### src/verilog/bert_params.svh
// Register map, field positions and reset values of the tester block.
// Assumes an 8-bit register port addressed by the byte offsets below.
//
// Notes on behaviour
// - Latched bit count is 32 bits; E6h holds bits 31-24, E5h bits 23-16.
// - Latched error count is 24 bits at E7h, E8h, E9h, low byte first.
// - Receive unframed select 1 passes F-bit data to the checker; 0 withholds.
// - Rising transmit byte-align toggle aligns the generated pattern to bytes.
// - Transmit unframed select 1 sources pattern into F-bit; 0 leaves it alone.
// - Direction 0 sends toward line transmitter and checks the line receiver.
// - Direction 1 sends on system serial out, checks system serial in.
// - Tester runs only while the enable bit is 1.
// - Rising write-quota bit transfers the quota to insertion logic two cycles later.
// - Constant mode with nonzero rate ignores quota and inserts errors forever.
// - Counted mode inserts only as many errors as the quota gives.
// - Rate code 0 inserts nothing; codes 1 to 15 give one in 16 to 262144.
// - Quota is 10 bits: low byte at ECh, bits 9-8 low in EDh.
// - Remaining errors readable anytime: low byte EEh, bits 9-8 at EFh.
// - Rising load-counters bit latches running counts and clears them.
`ifndef BERT_PARAMS_SVH
`define BERT_PARAMS_SVH
`define ADDR_COUNTER_CTRL 8'hE0
`define ADDR_BIT_CNT0 8'hE3
`define ADDR_BIT_CNT1 8'hE4
`define ADDR_BIT_CNT2 8'hE5
`define ADDR_BIT_CNT3 8'hE6
`define ADDR_ERR_CNT0 8'hE7
`define ADDR_ERR_CNT1 8'hE8
`define ADDR_ERR_CNT2 8'hE9
`define ADDR_IF_CTRL 8'hEA
`define ADDR_RATE_CTRL 8'hEB
`define ADDR_QUOTA_LO 8'hEC
`define ADDR_QUOTA_HI 8'hED
`define ADDR_LEFT_LO 8'hEE
`define ADDR_LEFT_HI 8'hEF
`define BIT_LOAD_COUNTERS 1
`define BIT_RX_UNFRAMED 6
`define BIT_TX_ALIGN 4
`define BIT_TX_UNFRAMED 3
`define BIT_DIRECTION 1
`define BIT_ENABLE 0
`define BIT_WRITE_QUOTA 7
`define BIT_CONSTANT 4
`define MASK_COUNTER_CTRL 8'h02
`define MASK_IF_CTRL 8'h5B
`define MASK_RATE_CTRL 8'h9F
`define MASK_QUOTA_HI 8'h03
`define RESET_BYTE 8'h00
`define RATE_SHIFT_BASE 5'h03
`endif

### src/verilog/bert_pkg.sv
// Types shared by the tester block and its bench.
// Assumes the constants header is included where offsets are needed.
package bert_pkg;
	typedef logic [7:0] reg_byte_t;
	typedef enum logic {
		DIR_NETWORK = 1'b0,
		DIR_SYSTEM = 1'b1
	} tester_dir_e;
endpackage

### src/verilog/bert_counters_error_insertion.sv
// Bit error rate tester support: counters, stream routing, error insertion.
// Assumes one clock, a one-cycle bit enable from the framer, an external
// pattern generator and checker, and an 8-bit register port.
//
// Implementation choice: strobed register access.
`include "bert_params.svh"

module bert_counters_error_insertion #(
	parameter int BIT_CNT_W = 32,
	parameter int ERR_CNT_W = 24,
	parameter int QUOTA_W = 10
) (
	input wire logic clk,
	input wire logic rst_n,
	input wire logic [7:0] reg_addr,
	input wire logic [7:0] reg_wdata,
	input wire logic reg_wr,
	input wire logic reg_rd,
	output logic [7:0] reg_rdata,
	input wire logic bit_en,
	input wire logic tx_fbit,
	input wire logic rx_fbit,
	input wire logic tx_byte_start,
	input wire logic framer_tx_bit,
	input wire logic framer_rx_bit,
	input wire logic line_rx_bit,
	input wire logic tx_system_serial_in,
	output logic line_tx_bit,
	output logic rx_system_serial_out,
	input wire logic gen_bit,
	output logic gen_advance,
	output logic gen_align,
	output logic chk_bit,
	output logic chk_valid,
	input wire logic chk_err
);

	// The byte-wide register map fixes these widths.
	if (BIT_CNT_W != 32 || ERR_CNT_W != 24 ||
		QUOTA_W != 10) begin : g_bad_widths
		$error("Counter widths must match the byte register map.");
	end

	// Wide enough to count the longest insertion period of 2^18 bits.
	localparam int RATE_CNT_W = 18;

	// Picks byte n of a wide value; used by the bit and error count readbacks.
	function automatic bert_pkg::reg_byte_t pick_byte(
		input logic [31:0] value,
		input logic [1:0] idx
	);
		pick_byte = value[idx*8 +: 8];
	endfunction

	// Rising-edge test shared by the three toggle bits of the host.
	function automatic logic rise_of(
		input logic now,
		input logic was
	);
		rise_of = now & ~was;
	endfunction

	// Software-visible control registers.
	bert_pkg::reg_byte_t counter_ctrl_r;
	bert_pkg::reg_byte_t if_ctrl_r;
	bert_pkg::reg_byte_t rate_ctrl_r;
	bert_pkg::reg_byte_t quota_lo_r;
	bert_pkg::reg_byte_t quota_hi_r;

	// Edge detect history for the toggle bits.
	logic load_prev_r;
	logic align_prev_r;
	logic quota_prev_r;
	logic quota_xfer_r;
	logic align_pend_r;

	// Running and latched counters.
	logic [BIT_CNT_W-1:0] bit_run_r;
	logic [ERR_CNT_W-1:0] err_run_r;
	logic [BIT_CNT_W-1:0] bit_latch_r;
	logic [ERR_CNT_W-1:0] err_latch_r;

	// Error insertion state.
	logic [QUOTA_W-1:0] left_r;
	logic [RATE_CNT_W-1:0] rate_cnt_r;

	logic enable;
	logic rx_unframed;
	logic tx_unframed;
	logic load_counters;
	logic tx_align;
	logic write_quota;
	logic constant_mode;
	logic [3:0] rate_sel;
	bert_pkg::tester_dir_e direction;
	logic load_rise;
	logic align_rise;
	logic quota_rise;
	logic tx_slot;
	logic rx_slot;
	logic rate_tick;
	logic insert_allowed;
	logic insert_err;
	logic tx_data;
	logic rx_sample;
	logic [RATE_CNT_W-1:0] rate_last;
	logic [4:0] rate_shift;

	// Field decode of the control registers.
	// Masked writes keep unused bits at zero, so these decodes never see them.
	assign enable = if_ctrl_r[`BIT_ENABLE];
	assign rx_unframed = if_ctrl_r[`BIT_RX_UNFRAMED];
	assign tx_unframed = if_ctrl_r[`BIT_TX_UNFRAMED];
	assign tx_align = if_ctrl_r[`BIT_TX_ALIGN];
	assign direction = bert_pkg::tester_dir_e'(if_ctrl_r[`BIT_DIRECTION]);
	assign load_counters = counter_ctrl_r[`BIT_LOAD_COUNTERS];
	assign write_quota = rate_ctrl_r[`BIT_WRITE_QUOTA];
	assign constant_mode = rate_ctrl_r[`BIT_CONSTANT];
	assign rate_sel = rate_ctrl_r[3:0];

	// Register writes; unused bits are masked so they read back as zero.
	// Read-only and unmapped offsets fall to the default and change nothing.
	always_ff @(posedge clk) begin
		if (!rst_n) begin
			counter_ctrl_r <= `RESET_BYTE;
			if_ctrl_r <= `RESET_BYTE;
			rate_ctrl_r <= `RESET_BYTE;
			quota_lo_r <= `RESET_BYTE;
			quota_hi_r <= `RESET_BYTE;
		end else if (reg_wr) begin
			unique case (reg_addr)
				`ADDR_COUNTER_CTRL: begin
					counter_ctrl_r <= reg_wdata & `MASK_COUNTER_CTRL;
				end
				`ADDR_IF_CTRL: begin
					if_ctrl_r <= reg_wdata & `MASK_IF_CTRL;
				end
				`ADDR_RATE_CTRL: begin
					rate_ctrl_r <= reg_wdata & `MASK_RATE_CTRL;
				end
				`ADDR_QUOTA_LO: begin
					quota_lo_r <= reg_wdata;
				end
				`ADDR_QUOTA_HI: begin
					quota_hi_r <= reg_wdata & `MASK_QUOTA_HI;
				end
				default: begin
				end
			endcase
		end
	end

	// Byte slices of the latched counts, one per readable register.
	bert_pkg::reg_byte_t bit_bytes [4];
	bert_pkg::reg_byte_t err_bytes [3];

	for (genvar i = 0; i < 4; i++) begin : g_bit_bytes
		assign bit_bytes[i] = pick_byte(bit_latch_r, 2'(i));
	end

	for (genvar i = 0; i < 3; i++) begin : g_err_bytes
		assign err_bytes[i] = pick_byte(32'(err_latch_r), 2'(i));
	end

	// Read port: data stand in the cycle after the strobe, zero elsewhere.
	// Unmapped offsets answer zero so software never sees stale data.
	always_ff @(posedge clk) begin
		if (!rst_n) begin
			reg_rdata <= `RESET_BYTE;
		end else if (!reg_rd) begin
			reg_rdata <= `RESET_BYTE;
		end else begin
			unique case (reg_addr)
				`ADDR_COUNTER_CTRL: begin
					reg_rdata <= counter_ctrl_r;
				end
				`ADDR_BIT_CNT0: begin
					reg_rdata <= bit_bytes[0];
				end
				`ADDR_BIT_CNT1: begin
					reg_rdata <= bit_bytes[1];
				end
				`ADDR_BIT_CNT2: begin
					reg_rdata <= bit_bytes[2];
				end
				`ADDR_BIT_CNT3: begin
					reg_rdata <= bit_bytes[3];
				end
				`ADDR_ERR_CNT0: begin
					reg_rdata <= err_bytes[0];
				end
				`ADDR_ERR_CNT1: begin
					reg_rdata <= err_bytes[1];
				end
				`ADDR_ERR_CNT2: begin
					reg_rdata <= err_bytes[2];
				end
				`ADDR_IF_CTRL: begin
					reg_rdata <= if_ctrl_r;
				end
				`ADDR_RATE_CTRL: begin
					reg_rdata <= rate_ctrl_r;
				end
				`ADDR_QUOTA_LO: begin
					reg_rdata <= quota_lo_r;
				end
				`ADDR_QUOTA_HI: begin
					reg_rdata <= quota_hi_r;
				end
				`ADDR_LEFT_LO: begin
					reg_rdata <= left_r[7:0];
				end
				`ADDR_LEFT_HI: begin
					reg_rdata <= {6'h00, left_r[9:8]};
				end
				default: begin
					reg_rdata <= `RESET_BYTE;
				end
			endcase
		end
	end

	// Edge history; a bit held high gives no further edge.
	// History resets to the bits' reset level, so no false edge follows.
	always_ff @(posedge clk) begin
		if (!rst_n) begin
			load_prev_r <= 1'b0;
			align_prev_r <= 1'b0;
			quota_prev_r <= 1'b0;
		end else begin
			load_prev_r <= load_counters;
			align_prev_r <= tx_align;
			quota_prev_r <= write_quota;
		end
	end

	// Rising edges of the host's toggle bits.
	assign load_rise = rise_of(load_counters, load_prev_r);
	assign align_rise = rise_of(tx_align, align_prev_r);
	assign quota_rise = rise_of(write_quota, quota_prev_r);

	// The quota edge is seen the cycle after the write and applied one
	// cycle later, so the transfer lands on the following clock.
	always_ff @(posedge clk) begin
		if (!rst_n) begin
			quota_xfer_r <= 1'b0;
		end else begin
			quota_xfer_r <= quota_rise;
		end
	end

	// Byte alignment waits for the formatter's byte boundary, so the
	// generator restarts exactly on a byte and not mid-octet.
	always_ff @(posedge clk) begin
		if (!rst_n) begin
			align_pend_r <= 1'b0;
			gen_align <= 1'b0;
		end else begin
			gen_align <= 1'b0;
			if (align_pend_r && bit_en && tx_byte_start) begin
				align_pend_r <= 1'b0;
				gen_align <= 1'b1;
			end
			if (align_rise) begin
				align_pend_r <= 1'b1;
			end
		end
	end

	// Bit slots the tester owns in each direction.
	assign tx_slot = enable & bit_en & (~tx_fbit | tx_unframed);
	assign rx_slot = enable & bit_en & (~rx_fbit | rx_unframed);
	assign gen_advance = tx_slot;

	// Rate code n gives a period of 2 to the power n+3 bits.
	assign rate_shift = 5'(rate_sel) + `RATE_SHIFT_BASE;
	assign rate_last = RATE_CNT_W'((32'h1 << rate_shift) - 32'h1);
	assign rate_tick = tx_slot && (rate_sel != 4'h0) &&
		(rate_cnt_r >= rate_last);

	// Constant mode ignores the quota; counted mode stops at zero.
	assign insert_allowed = constant_mode | (left_r != '0);
	assign insert_err = rate_tick & insert_allowed;

	// Rate divider counts tester-owned transmit bits only.
	// Clearing it while idle puts the first error a full period in.
	always_ff @(posedge clk) begin
		if (!rst_n) begin
			rate_cnt_r <= '0;
		end else if (!enable || rate_sel == 4'h0) begin
			rate_cnt_r <= '0;
		end else if (tx_slot) begin
			if (rate_tick) begin
				rate_cnt_r <= '0;
			end else begin
				rate_cnt_r <= rate_cnt_r + 1'b1;
			end
		end
	end

	// Remaining errors; a fresh transfer wins over a same-cycle decrement.
	// Constant mode leaves the count alone so software can still read it.
	always_ff @(posedge clk) begin
		if (!rst_n) begin
			left_r <= '0;
		end else if (quota_xfer_r) begin
			left_r <= {quota_hi_r[1:0], quota_lo_r};
		end else if (insert_err && !constant_mode) begin
			left_r <= left_r - 1'b1;
		end
	end

	// Transmitted pattern bit, flipped where an error is inserted.
	// insert_err already implies a tester slot, so framer bits stay clean.
	assign tx_data = gen_bit ^ insert_err;

	// Outgoing streams; the tester only replaces bits in its own slots.
	// Registered so the pins move only at bit times, never between them.
	always_ff @(posedge clk) begin
		if (!rst_n) begin
			line_tx_bit <= 1'b0;
			rx_system_serial_out <= 1'b0;
		end else if (bit_en) begin
			if (tx_slot && direction == bert_pkg::DIR_NETWORK) begin
				line_tx_bit <= tx_data;
			end else begin
				line_tx_bit <= framer_tx_bit;
			end
			if (tx_slot && direction == bert_pkg::DIR_SYSTEM) begin
				rx_system_serial_out <= tx_data;
			end else begin
				rx_system_serial_out <= framer_rx_bit;
			end
		end
	end

	// Checker feed chosen by direction.
	// A loopback outside the block returns the network pattern here.
	assign rx_sample = (direction == bert_pkg::DIR_SYSTEM) ?
		tx_system_serial_in : line_rx_bit;

	always_ff @(posedge clk) begin
		if (!rst_n) begin
			chk_bit <= 1'b0;
			chk_valid <= 1'b0;
		end else begin
			chk_valid <= rx_slot;
			if (rx_slot) begin
				chk_bit <= rx_sample;
			end
		end
	end

	// Running counts; the latch edge clears them but keeps a bit that
	// arrives in the same cycle so no bit falls between two periods.
	always_ff @(posedge clk) begin
		if (!rst_n) begin
			bit_run_r <= '0;
			err_run_r <= '0;
		end else if (load_rise) begin
			bit_run_r <= BIT_CNT_W'(chk_valid);
			err_run_r <= ERR_CNT_W'(chk_valid & chk_err);
		end else if (chk_valid) begin
			bit_run_r <= bit_run_r + 1'b1;
			if (chk_err) begin
				err_run_r <= err_run_r + 1'b1;
			end
		end
	end

	// Software-readable copies, refreshed only on the latch edge.
	// Multi-byte reads stay coherent because nothing moves between edges.
	always_ff @(posedge clk) begin
		if (!rst_n) begin
			bit_latch_r <= '0;
			err_latch_r <= '0;
		end else if (load_rise) begin
			bit_latch_r <= bit_run_r;
			err_latch_r <= err_run_r;
		end
	end

endmodule

### config.mk
export PLATFORM = sky130hd
export DESIGN_NAME = bert_counters_error_insertion
export DESIGN_NICKNAME = d
export VERILOG_FILES = /design/src/verilog/bert_pkg.sv /design/src/verilog/bert_counters_error_insertion.sv
export VERILOG_INCLUDE_DIRS = /design/src /design/src/verilog
export SDC_FILE = /design/constraint.sdc
export NUM_CORES = 1
export LEC_CHECK = 0
export BUFFER_PORTS_ARGS = -buffer_cell sky130_fd_sc_hd__buf_2
export CORE_ASPECT_RATIO = 1.2
export CORE_UTILIZATION = 61
export DETAILED_ROUTE_END_ITERATION = 6
export PLACE_DENSITY = 0.83
export RECOVER_POWER = 100
export SYNTH_ARGS = -nofsm -noshare
export SYNTH_HDL_FRONTEND = slang
export SYNTH_SLANG_ARGS = --single-unit
export TNS_END_PERCENT = 5
### constraint.sdc
create_clock -name clk -period 3.6 [get_ports clk]
set_clock_uncertainty 0.2 [all_clocks]
set_input_delay 0.54 -clock clk [delete_from_list [all_inputs] [get_ports clk]]
set_output_delay 0.54 -clock clk [all_outputs]
set_load 0.1 [all_outputs]
==> reports/summary.md, run 1 <==
- largest cells by area after synthesis: dfxtp_1 (41%), nand2_1 (7.6%), a21boi_0 (4.9%)
- proportion of synthesized flip-flops having asynchronous set or reset: 0
- DIE HEIGHT: 133.6 um
- clock-pin slew of the registers on the worst-case setup and hold paths: 70 ps
- count of clock tree sinks: 180
- source-to-sink clock delay at the later pin of the worst-skew pair: 440 ps
- # H-tree levels: 4
- worst setup margin: 459.9 ps
- average wire length per cell after detail routing: 16.73 um
- number of rows in the core area: 47
- Hold Buf Count CTS: 0
- startpoint-to-endpoint class of the critical path: reg -> reg
- Peak VDD IR: 0.2841 mV
- Post-synth EDFFs: 0
- overall routed net length: 20.59 mm
- Relative slew margins: -0.2100
- crit path max-delay cell type: dfxtp_1
- Final Hold Vio Count: 0
- TritonCTS clock tree: done
- power density of the placed cells: 422.8 nW/um^2
- sequential share of the synthesized area: 0.4093
- global-route wire length before repair: 33.52 mm
- worst hold path type: in -> reg
- cells resized by post-CTS repair: 0
- global-route usage over all layers: 0.2866
- share of cells above drive strength 1: 0.09443
- number of buffers inserted by post-CTS setup repair: 0
- crit share post-route: 0.8723
- fin. max-slew vios: 104
- total via count in the routed design: 7330
- CP Cell Sequence: nand2_1, o21ai_0, nand3_1, ha_1, nand4_1, nor3_2, a21boi_0, a2111oi_4, buf_4, nor4_2, xnor2_1, a21oi_1
- Yosys reg bits: 180
- CTS root buffer: clkbuf_16
- Filler Cell Count: 1112
- maximum operating frequency: 318.5 MHz
- vias in the first global route: 6780
- count of boundary I/O pins: 44
- width of the die: 111.7 um
- GP Congestion: 0.9290
- area delta synth->final: 8.911%
- run status: finished with violations
- Post-Synthesis Cells: 1028
- maximum number of pins on one net before global-route repair: 61
- maximum number of buffers from clock root to sink: 2
- main flop type after synthesis: dfxtp_1
- Crit. End Element: register
- share of the synthesized area in the top cell type: 0.4093
- final total negative setup slack: 0 ps
- delay of the slowest cell on the worst path: 590 ps
- failing checks: design-rule violations, max-capacitance violations, max-slew violations
- synthesized cell area: 8803 um^2
- area of the die: 14920 um^2
- final worst path period need: 3140 ps
- final HPWL from detailed placement: 14.76 mm
- number of different library cells in the post-synthesis netlist: 68
- number of buffers created by CTS: 17
- Final #Nets: 1099
- Post-Syn Area per Cell: 8.564 um^2
- number of design-rule violations left by the first detailed-router iteration: 613
- required time of the worst setup path: 3710 ps
- arrival time at the worst endpoint: 3250 ps
- via density per instance: 5.955
- number of design rule violations left after detail routing: 8
- Worst Tran Pin Value: 1815 ps
- static leakage: 3.402 nW
- total of max-cap violations: 2
- count of port buffers added during placement: 43
- drt pass-1 iters: 7
- peak fanout along the critical path: 15
- # setup viols final: 0
- antenna violations before repair: 0
- worst slack at placement: 554.3 ps
- residual antenna-violating net count after detailed routing: 0
- grt total ovfl: 0
- crit path launch type: register
- Initial Utilization: 0.6317
- Yosys Warn Count: 0
- post-synthesis cell type with the largest combined area: dfxtp_1
- Core Box Area: 13940 um^2
- unrepaired setup endpoints after global routing: false
==> power breakdown <==
group          internal [W]  switching [W]
Combinational     0.0000465      0.0000863
Clock               0.00112       0.000807
Sequential          0.00199     0.00000128
Total               0.00316       0.000895
==> Yosys cell counts (all sizes together), types with 2 or more instances <==
master / instances
and4: 6
clkbuf: 36
mux2i: 31
buf: 21
mux2: 8
o21ai: 26
o22ai: 2
or3: 8
o31ai: 2
mux4: 2
and2: 12
o32ai: 2
xnor2: 33
o221ai: 2
a221oi: 7
a21boi: 59
nor2: 109
or4: 2
dfxtp: 180
a22o: 6
nand2b: 6
and3: 20
nand3b: 2
a211oi: 4
a31oi: 4
nand4: 17
a21oi: 41
ha: 23
a22oi: 11
nand2: 181
nor2b: 31
inv: 14
nor3: 11
a222oi: 3
o211a: 3
o21a: 2
nand4b: 2
nand3: 44
xor2: 37
or2: 4
==> layout by cell type (no fill, tap or decap), types with 4 or more instances in the layout <==
| cell | netlist | layout |
|---|---|---|
| dfxtp_1 | 180 | 180 |
| nand2_1 | 179 | 179 |
| nor2_1 | 98 | 104 |
| a21boi_0 | 57 | 58 |
| nand3_1 | 43 | 43 |
| a21oi_1 | 41 | 41 |
| xor2_1 | 37 | 37 |
| xnor2_1 | 33 | 33 |
| mux2i_1 | 31 | 31 |
| nor2b_1 | 31 | 30 |
| buf_2 | 10 | 27 |
| o21ai_0 | 26 | 26 |
| ha_1 | 23 | 23 |
| clkbuf_1 | 36 | 21 |
| and3_1 | 20 | 20 |
| clkbuf_16 | 0 | 17 |
| nand4_1 | 16 | 16 |
| inv_1 | 14 | 14 |
| a22oi_1 | 11 | 11 |
| and2_1 | 11 | 9 |
| or3_1 | 8 | 8 |
| nor3_1 | 8 | 8 |
| mux2_2 | 8 | 8 |
| a221oi_1 | 7 | 7 |
| and4_1 | 6 | 6 |
| a22o_1 | 6 | 6 |
| nand2b_1 | 6 | 5 |
| nor2_4 | 11 | 5 |
| a31oi_1 | 4 | 4 |
==> critical path: cells and delay by family, from the launching register on <==
kind                       cells  cell delay, ps
and+or+nand+nor                5             890
xor gates and xnor gates       1             150
adders and majority gates      1             360
DFF                            1             590
AOI/OAI and AO/OA              4             610
buffers and inverters          1             200
==> cell type report <==
| cell class | count | area [um^2] | share of cell area |
|---|---|---|---|
| inverter | 15 | 56.30 | 0.005872 |
| clock inverter | 14 | 176.4 | 0.01840 |
| timing repair buffer | 54 | 254.0 | 0.02649 |
| multi-input combinational | 778 | 4842 | 0.5050 |
| antenna | 1 | 2.502 | 0.0002610 |
| tap | 171 | 214.0 | 0.02231 |
| sequential | 180 | 3603 | 0.3758 |
| clock buffer | 18 | 439.2 | 0.04580 |
==> layer usage <==
layer / routed length (um) / vias to the layer above / track usage
met4: 742 / 0 / 0.1592
met1: 8695 / 3447 / 0.3449
met5: 0 / - / 0
met3: 1115 / 62 / 0.05323
met2: 10040 / 252 / 0.4821
li1: - / 3569 / -
==> final timing paths <==
check                              startpoint                      end  slack, ps  cells past startpoint
setup / recovery  rate_ctrl_r[1]$_SDFFE_PN0P_   left_r[6]$_SDFFE_PN0P_        460                     12
hold / removal                  tx_byte_start     gen_align$_SDFF_PN0_        140                      3
setup reg to reg  rate_ctrl_r[1]$_SDFFE_PN0P_   left_r[6]$_SDFFE_PN0P_        460                     12
hold reg to reg       quota_prev_r$_SDFF_PN0_  quota_xfer_r$_SDFF_PN0_        180                      1
==> metrics by stage <==
step / utilization / power (W) / hold slack, ps / std cells / cell area [um^2]
after detailed placement: 0.6503 / 0.002169 / 180.2 / 1198 / 9064
after CTS: 0.6945 / 0.004078 / 130.6 / 1230 / 9679
after global routing: 0.6878 / 0.004164 / 156.0 / 1230 / 9585
after global placement: 0.6503 / 0.002168 / 174.5 / 1198 / 9064
final: 0.6879 / 0.004053 / 143.9 / 1231 / 9588
after floorplan: - / 0.002127 / 167.4 / 1030 / 8811
==> sequential cells by signal, summed over array words and instances, names as in the netlist, 2 cells and up <==
name	flops
bit_latch_r	32
bit_run_r	32
err_latch_r	24
err_run_r	24
rate_cnt_r	18
left_r	10
quota_lo_r	8
reg_rdata	8
rate_ctrl_r	6
if_ctrl_r	5
quota_hi_r	2
==> logic make-up after synthesis <==
kind of cell,Yosys count,share of synthesized area
simple gates,459,0.2565
mux,41,0.05060
xor+xnor,70,0.06964
fa+ha+maj,23,0.03269
compound gates,182,0.1438
buf+inv,72,0.03695
flops,180,0.4093
other cells,1,0.0004260
Note: power is estimated with default switching activity, not from simulation.
==> inputs of run 2 (changes only) <==
Settings changed: BUFFER_PORTS_ARGS -buffer_cell sky130_fd_sc_hd__buf_2 to -buffer_cell sky130_fd_sc_hd__clkbuf_2, CTS_CLUSTER_SIZE from default to 25.
==> run 2 against run 1 <==
Compared with the run above: the run still ends with design-rule violations, max-capacitance violations, max-slew violations left; maximum frequency shrank 1.6%; sequential power is essentially flat; cell area is essentially flat; routed wire length shrank 0.86%; via count shrank 1.8%; power shrank 0.92%; non-clock buffer count is the same; critical path type unchanged; largest cell class unchanged; largest power group unchanged.
==> reports/summary.md, run 2 (synthesis results as in run 1) <==
- Crit Reg-Reg Endpoint: left_r[6]$_SDFFE_PN0P_
- Initial Utilization: 0.6317
- failing checks: design-rule violations, max-capacitance violations, max-slew violations
- commonest non-fill, non-tap cell in the layout: dfxtp_1
- final total negative setup slack: 0 ps
- number of buffers inserted by post-CTS setup repair: 0
- static leakage: 3.401 nW
- source-to-sink clock delay at the later pin of the worst-skew pair: 440 ps
- grt total ovfl: 0
- required time of the worst setup path: 3710 ps
- final worst path period need: 3190 ps
- Worst Min Path Start: tx_byte_start
- maximum number of pins on one net before global-route repair: 61
- total of max-cap violations: 2
- Crit. End Element: register
- final HPWL from detailed placement: 14.73 mm
- Peak VDD IR: 0.3126 mV
- area of the die: 14920 um^2
- width of the die: 111.7 um
- number of rows in the core area: 47
- number of design-rule violations left by the first detailed-router iteration: 533
- power density of the placed cells: 418.6 nW/um^2
- registers with the highest flip-flop counts: bit_latch_r (32), bit_run_r (32)
- drt pass-1 iters: 7
- Filler Cell Count: 1089
- most used cells in the layout excluding fill and tap cells: dfxtp_1 (180), nand2_1 (179), nor2_1 (100), a21boi_0 (58), nand3_1 (43)
- antenna diode count: 0
- share of cells above drive strength 1: 0.09546
- R2R Setup Slk: 410 ps
- startpoint of the worst-slack reg-to-reg timing path: rate_ctrl_r[1]$_SDFFE_PN0P_
- number of cells on the worst reg-to-reg path: 12
- startpoint-to-endpoint class of the critical path: reg -> reg
- crit path launch type: register
- run status: finished with violations
- fin. max-slew vios: 106
- utilization of the core after routing: 0.6883
- worst hold path type: in -> reg
- delay of the slowest cell on the worst path: 590 ps
- residual antenna-violating net count after detailed routing: 0
- Final Hold Vio Count: 0
- area delta synth->final: 8.968%
- count of port buffers added during placement: 43
- crit share post-route: 0.8861
- total via count in the routed design: 7197
- crit path max-delay cell type: dfxtp_1
- peak fanout along the critical path: 15
- Worst Tran Pin Value: 2308 ps
- CTS root buffer: clkbuf_16
- Hold Buf Count CTS: 0
- unrepaired setup endpoints after global routing: false
- TritonCTS clock tree: done
- CP Cell Sequence: nand2_1, o21ai_0, nand3_1, ha_1, nand4_1, nor3_2, a21boi_0, a2111oi_4, buf_4, nor4_1, xnor2_1, a21oi_1
- average wire length per cell after detail routing: 16.61 um
- Cells on Worst Hold Path: 3
- via density per instance: 5.856
- count of clock tree sinks: 180
- overall routed net length: 20.42 mm
- Core Box Area: 13940 um^2
- vias in the first global route: 6812
- global-route usage over all layers: 0.2847
- global-route wire length before repair: 33.48 mm
- maximum number of buffers from clock root to sink: 2
- Final #Nets: 1099
- antenna violations before repair: 0
- # H-tree levels: 4
- Relative slew margins: -0.5389
- GP Congestion: 0.9842
- arrival time at the worst endpoint: 3300 ps
- number of design rule violations left after detail routing: 13
- cells resized by post-CTS repair: 0
- number of buffers created by CTS: 17
- # setup viols final: 0
- endpoint of the worst hold path: gen_align$_SDFF_PN0_
- DIE HEIGHT: 133.6 um
- count of boundary I/O pins: 44
- clock-pin slew of the registers on the worst-case setup and hold paths: 70 ps
- maximum operating frequency: 313.5 MHz
run 2: worst max-delay path by stage:
stage	from	end	slack, ps	depth (start not counted)
2_1_floorplan	rate_ctrl_r[2]$_SDFFE_PN0P_	rate_cnt_r[3]$_SDFFE_PP0P_	640	15
3_3_place_gp	rate_ctrl_r[2]$_SDFFE_PN0P_	left_r[6]$_SDFFE_PN0P_	650	12
3_5_place_dp	rate_ctrl_r[1]$_SDFFE_PN0P_	left_r[6]$_SDFFE_PN0P_	570	12
4_1_cts	rate_ctrl_r[1]$_SDFFE_PN0P_	left_r[6]$_SDFFE_PN0P_	550	12
5_1_grt	rate_ctrl_r[1]$_SDFFE_PN0P_	rate_cnt_r[17]$_SDFFE_PP0P_	150	12
6_report	rate_ctrl_r[1]$_SDFFE_PN0P_	left_r[6]$_SDFFE_PN0P_	410	12
run 2: cell type report:
cell class	count	area (um^2)	area share
flip-flops and latches	180	3603	0.3756
clock buffers	21	480.5	0.05008
repair buffers	54	254.0	0.02648
clock inverters	10	121.4	0.01265
multi-input cells	778	4863	0.5070
well taps	171	214.0	0.02230
inverters	15	56.30	0.005869
run 2: report_power, final:
part / leakage [nW] / total [W] / internal, W / switching (W)
Clock: 0.296 / 0.00189 / 0.00110 / 0.000791
Combinational: 1.66 / 0.000133 / 0.0000466 / 0.0000861
Sequential: 1.45 / 0.00199 / 0.00199 / 0.00000134
Total: 3.40 / 0.00402 / 0.00314 / 0.000879
run 2: routing by layer:
metal / GRT usage / part of all wire
met1: 0.3397 / 0.42
met2: 0.4738 / 0.48
met3: 0.05732 / 0.052
met4: 0.1697 / 0.048
met5: 0 / 0
run 2: worst max-delay path, delay by kind of cell (launching register included):
kind,cells,cell delay [ps]
adders and majority gates,1,350
AOI/OAI and AO/OA,4,610
and+or+nand+nor,5,940
xor gates and xnor gates,1,160
DFF,1,590
buffers and inverters,1,200
run 2: metrics by stage:
step | hold slack [ps] | instance area, um^2 | power, W | std cells | setup slack (ps)
after floorplan | 167.4 | 8811 | 0.002127 | 1030 | 638.1
after global placement | 173.9 | 9064 | 0.002169 | 1198 | 654.4
after detailed placement | 181.1 | 9064 | 0.002169 | 1198 | 570.5
after CTS | 127.7 | 9666 | 0.004029 | 1229 | 546.4
after global routing | 165.2 | 9593 | 0.004112 | 1229 | 155.0
final | 133.9 | 9593 | 0.004016 | 1229 | 410.1
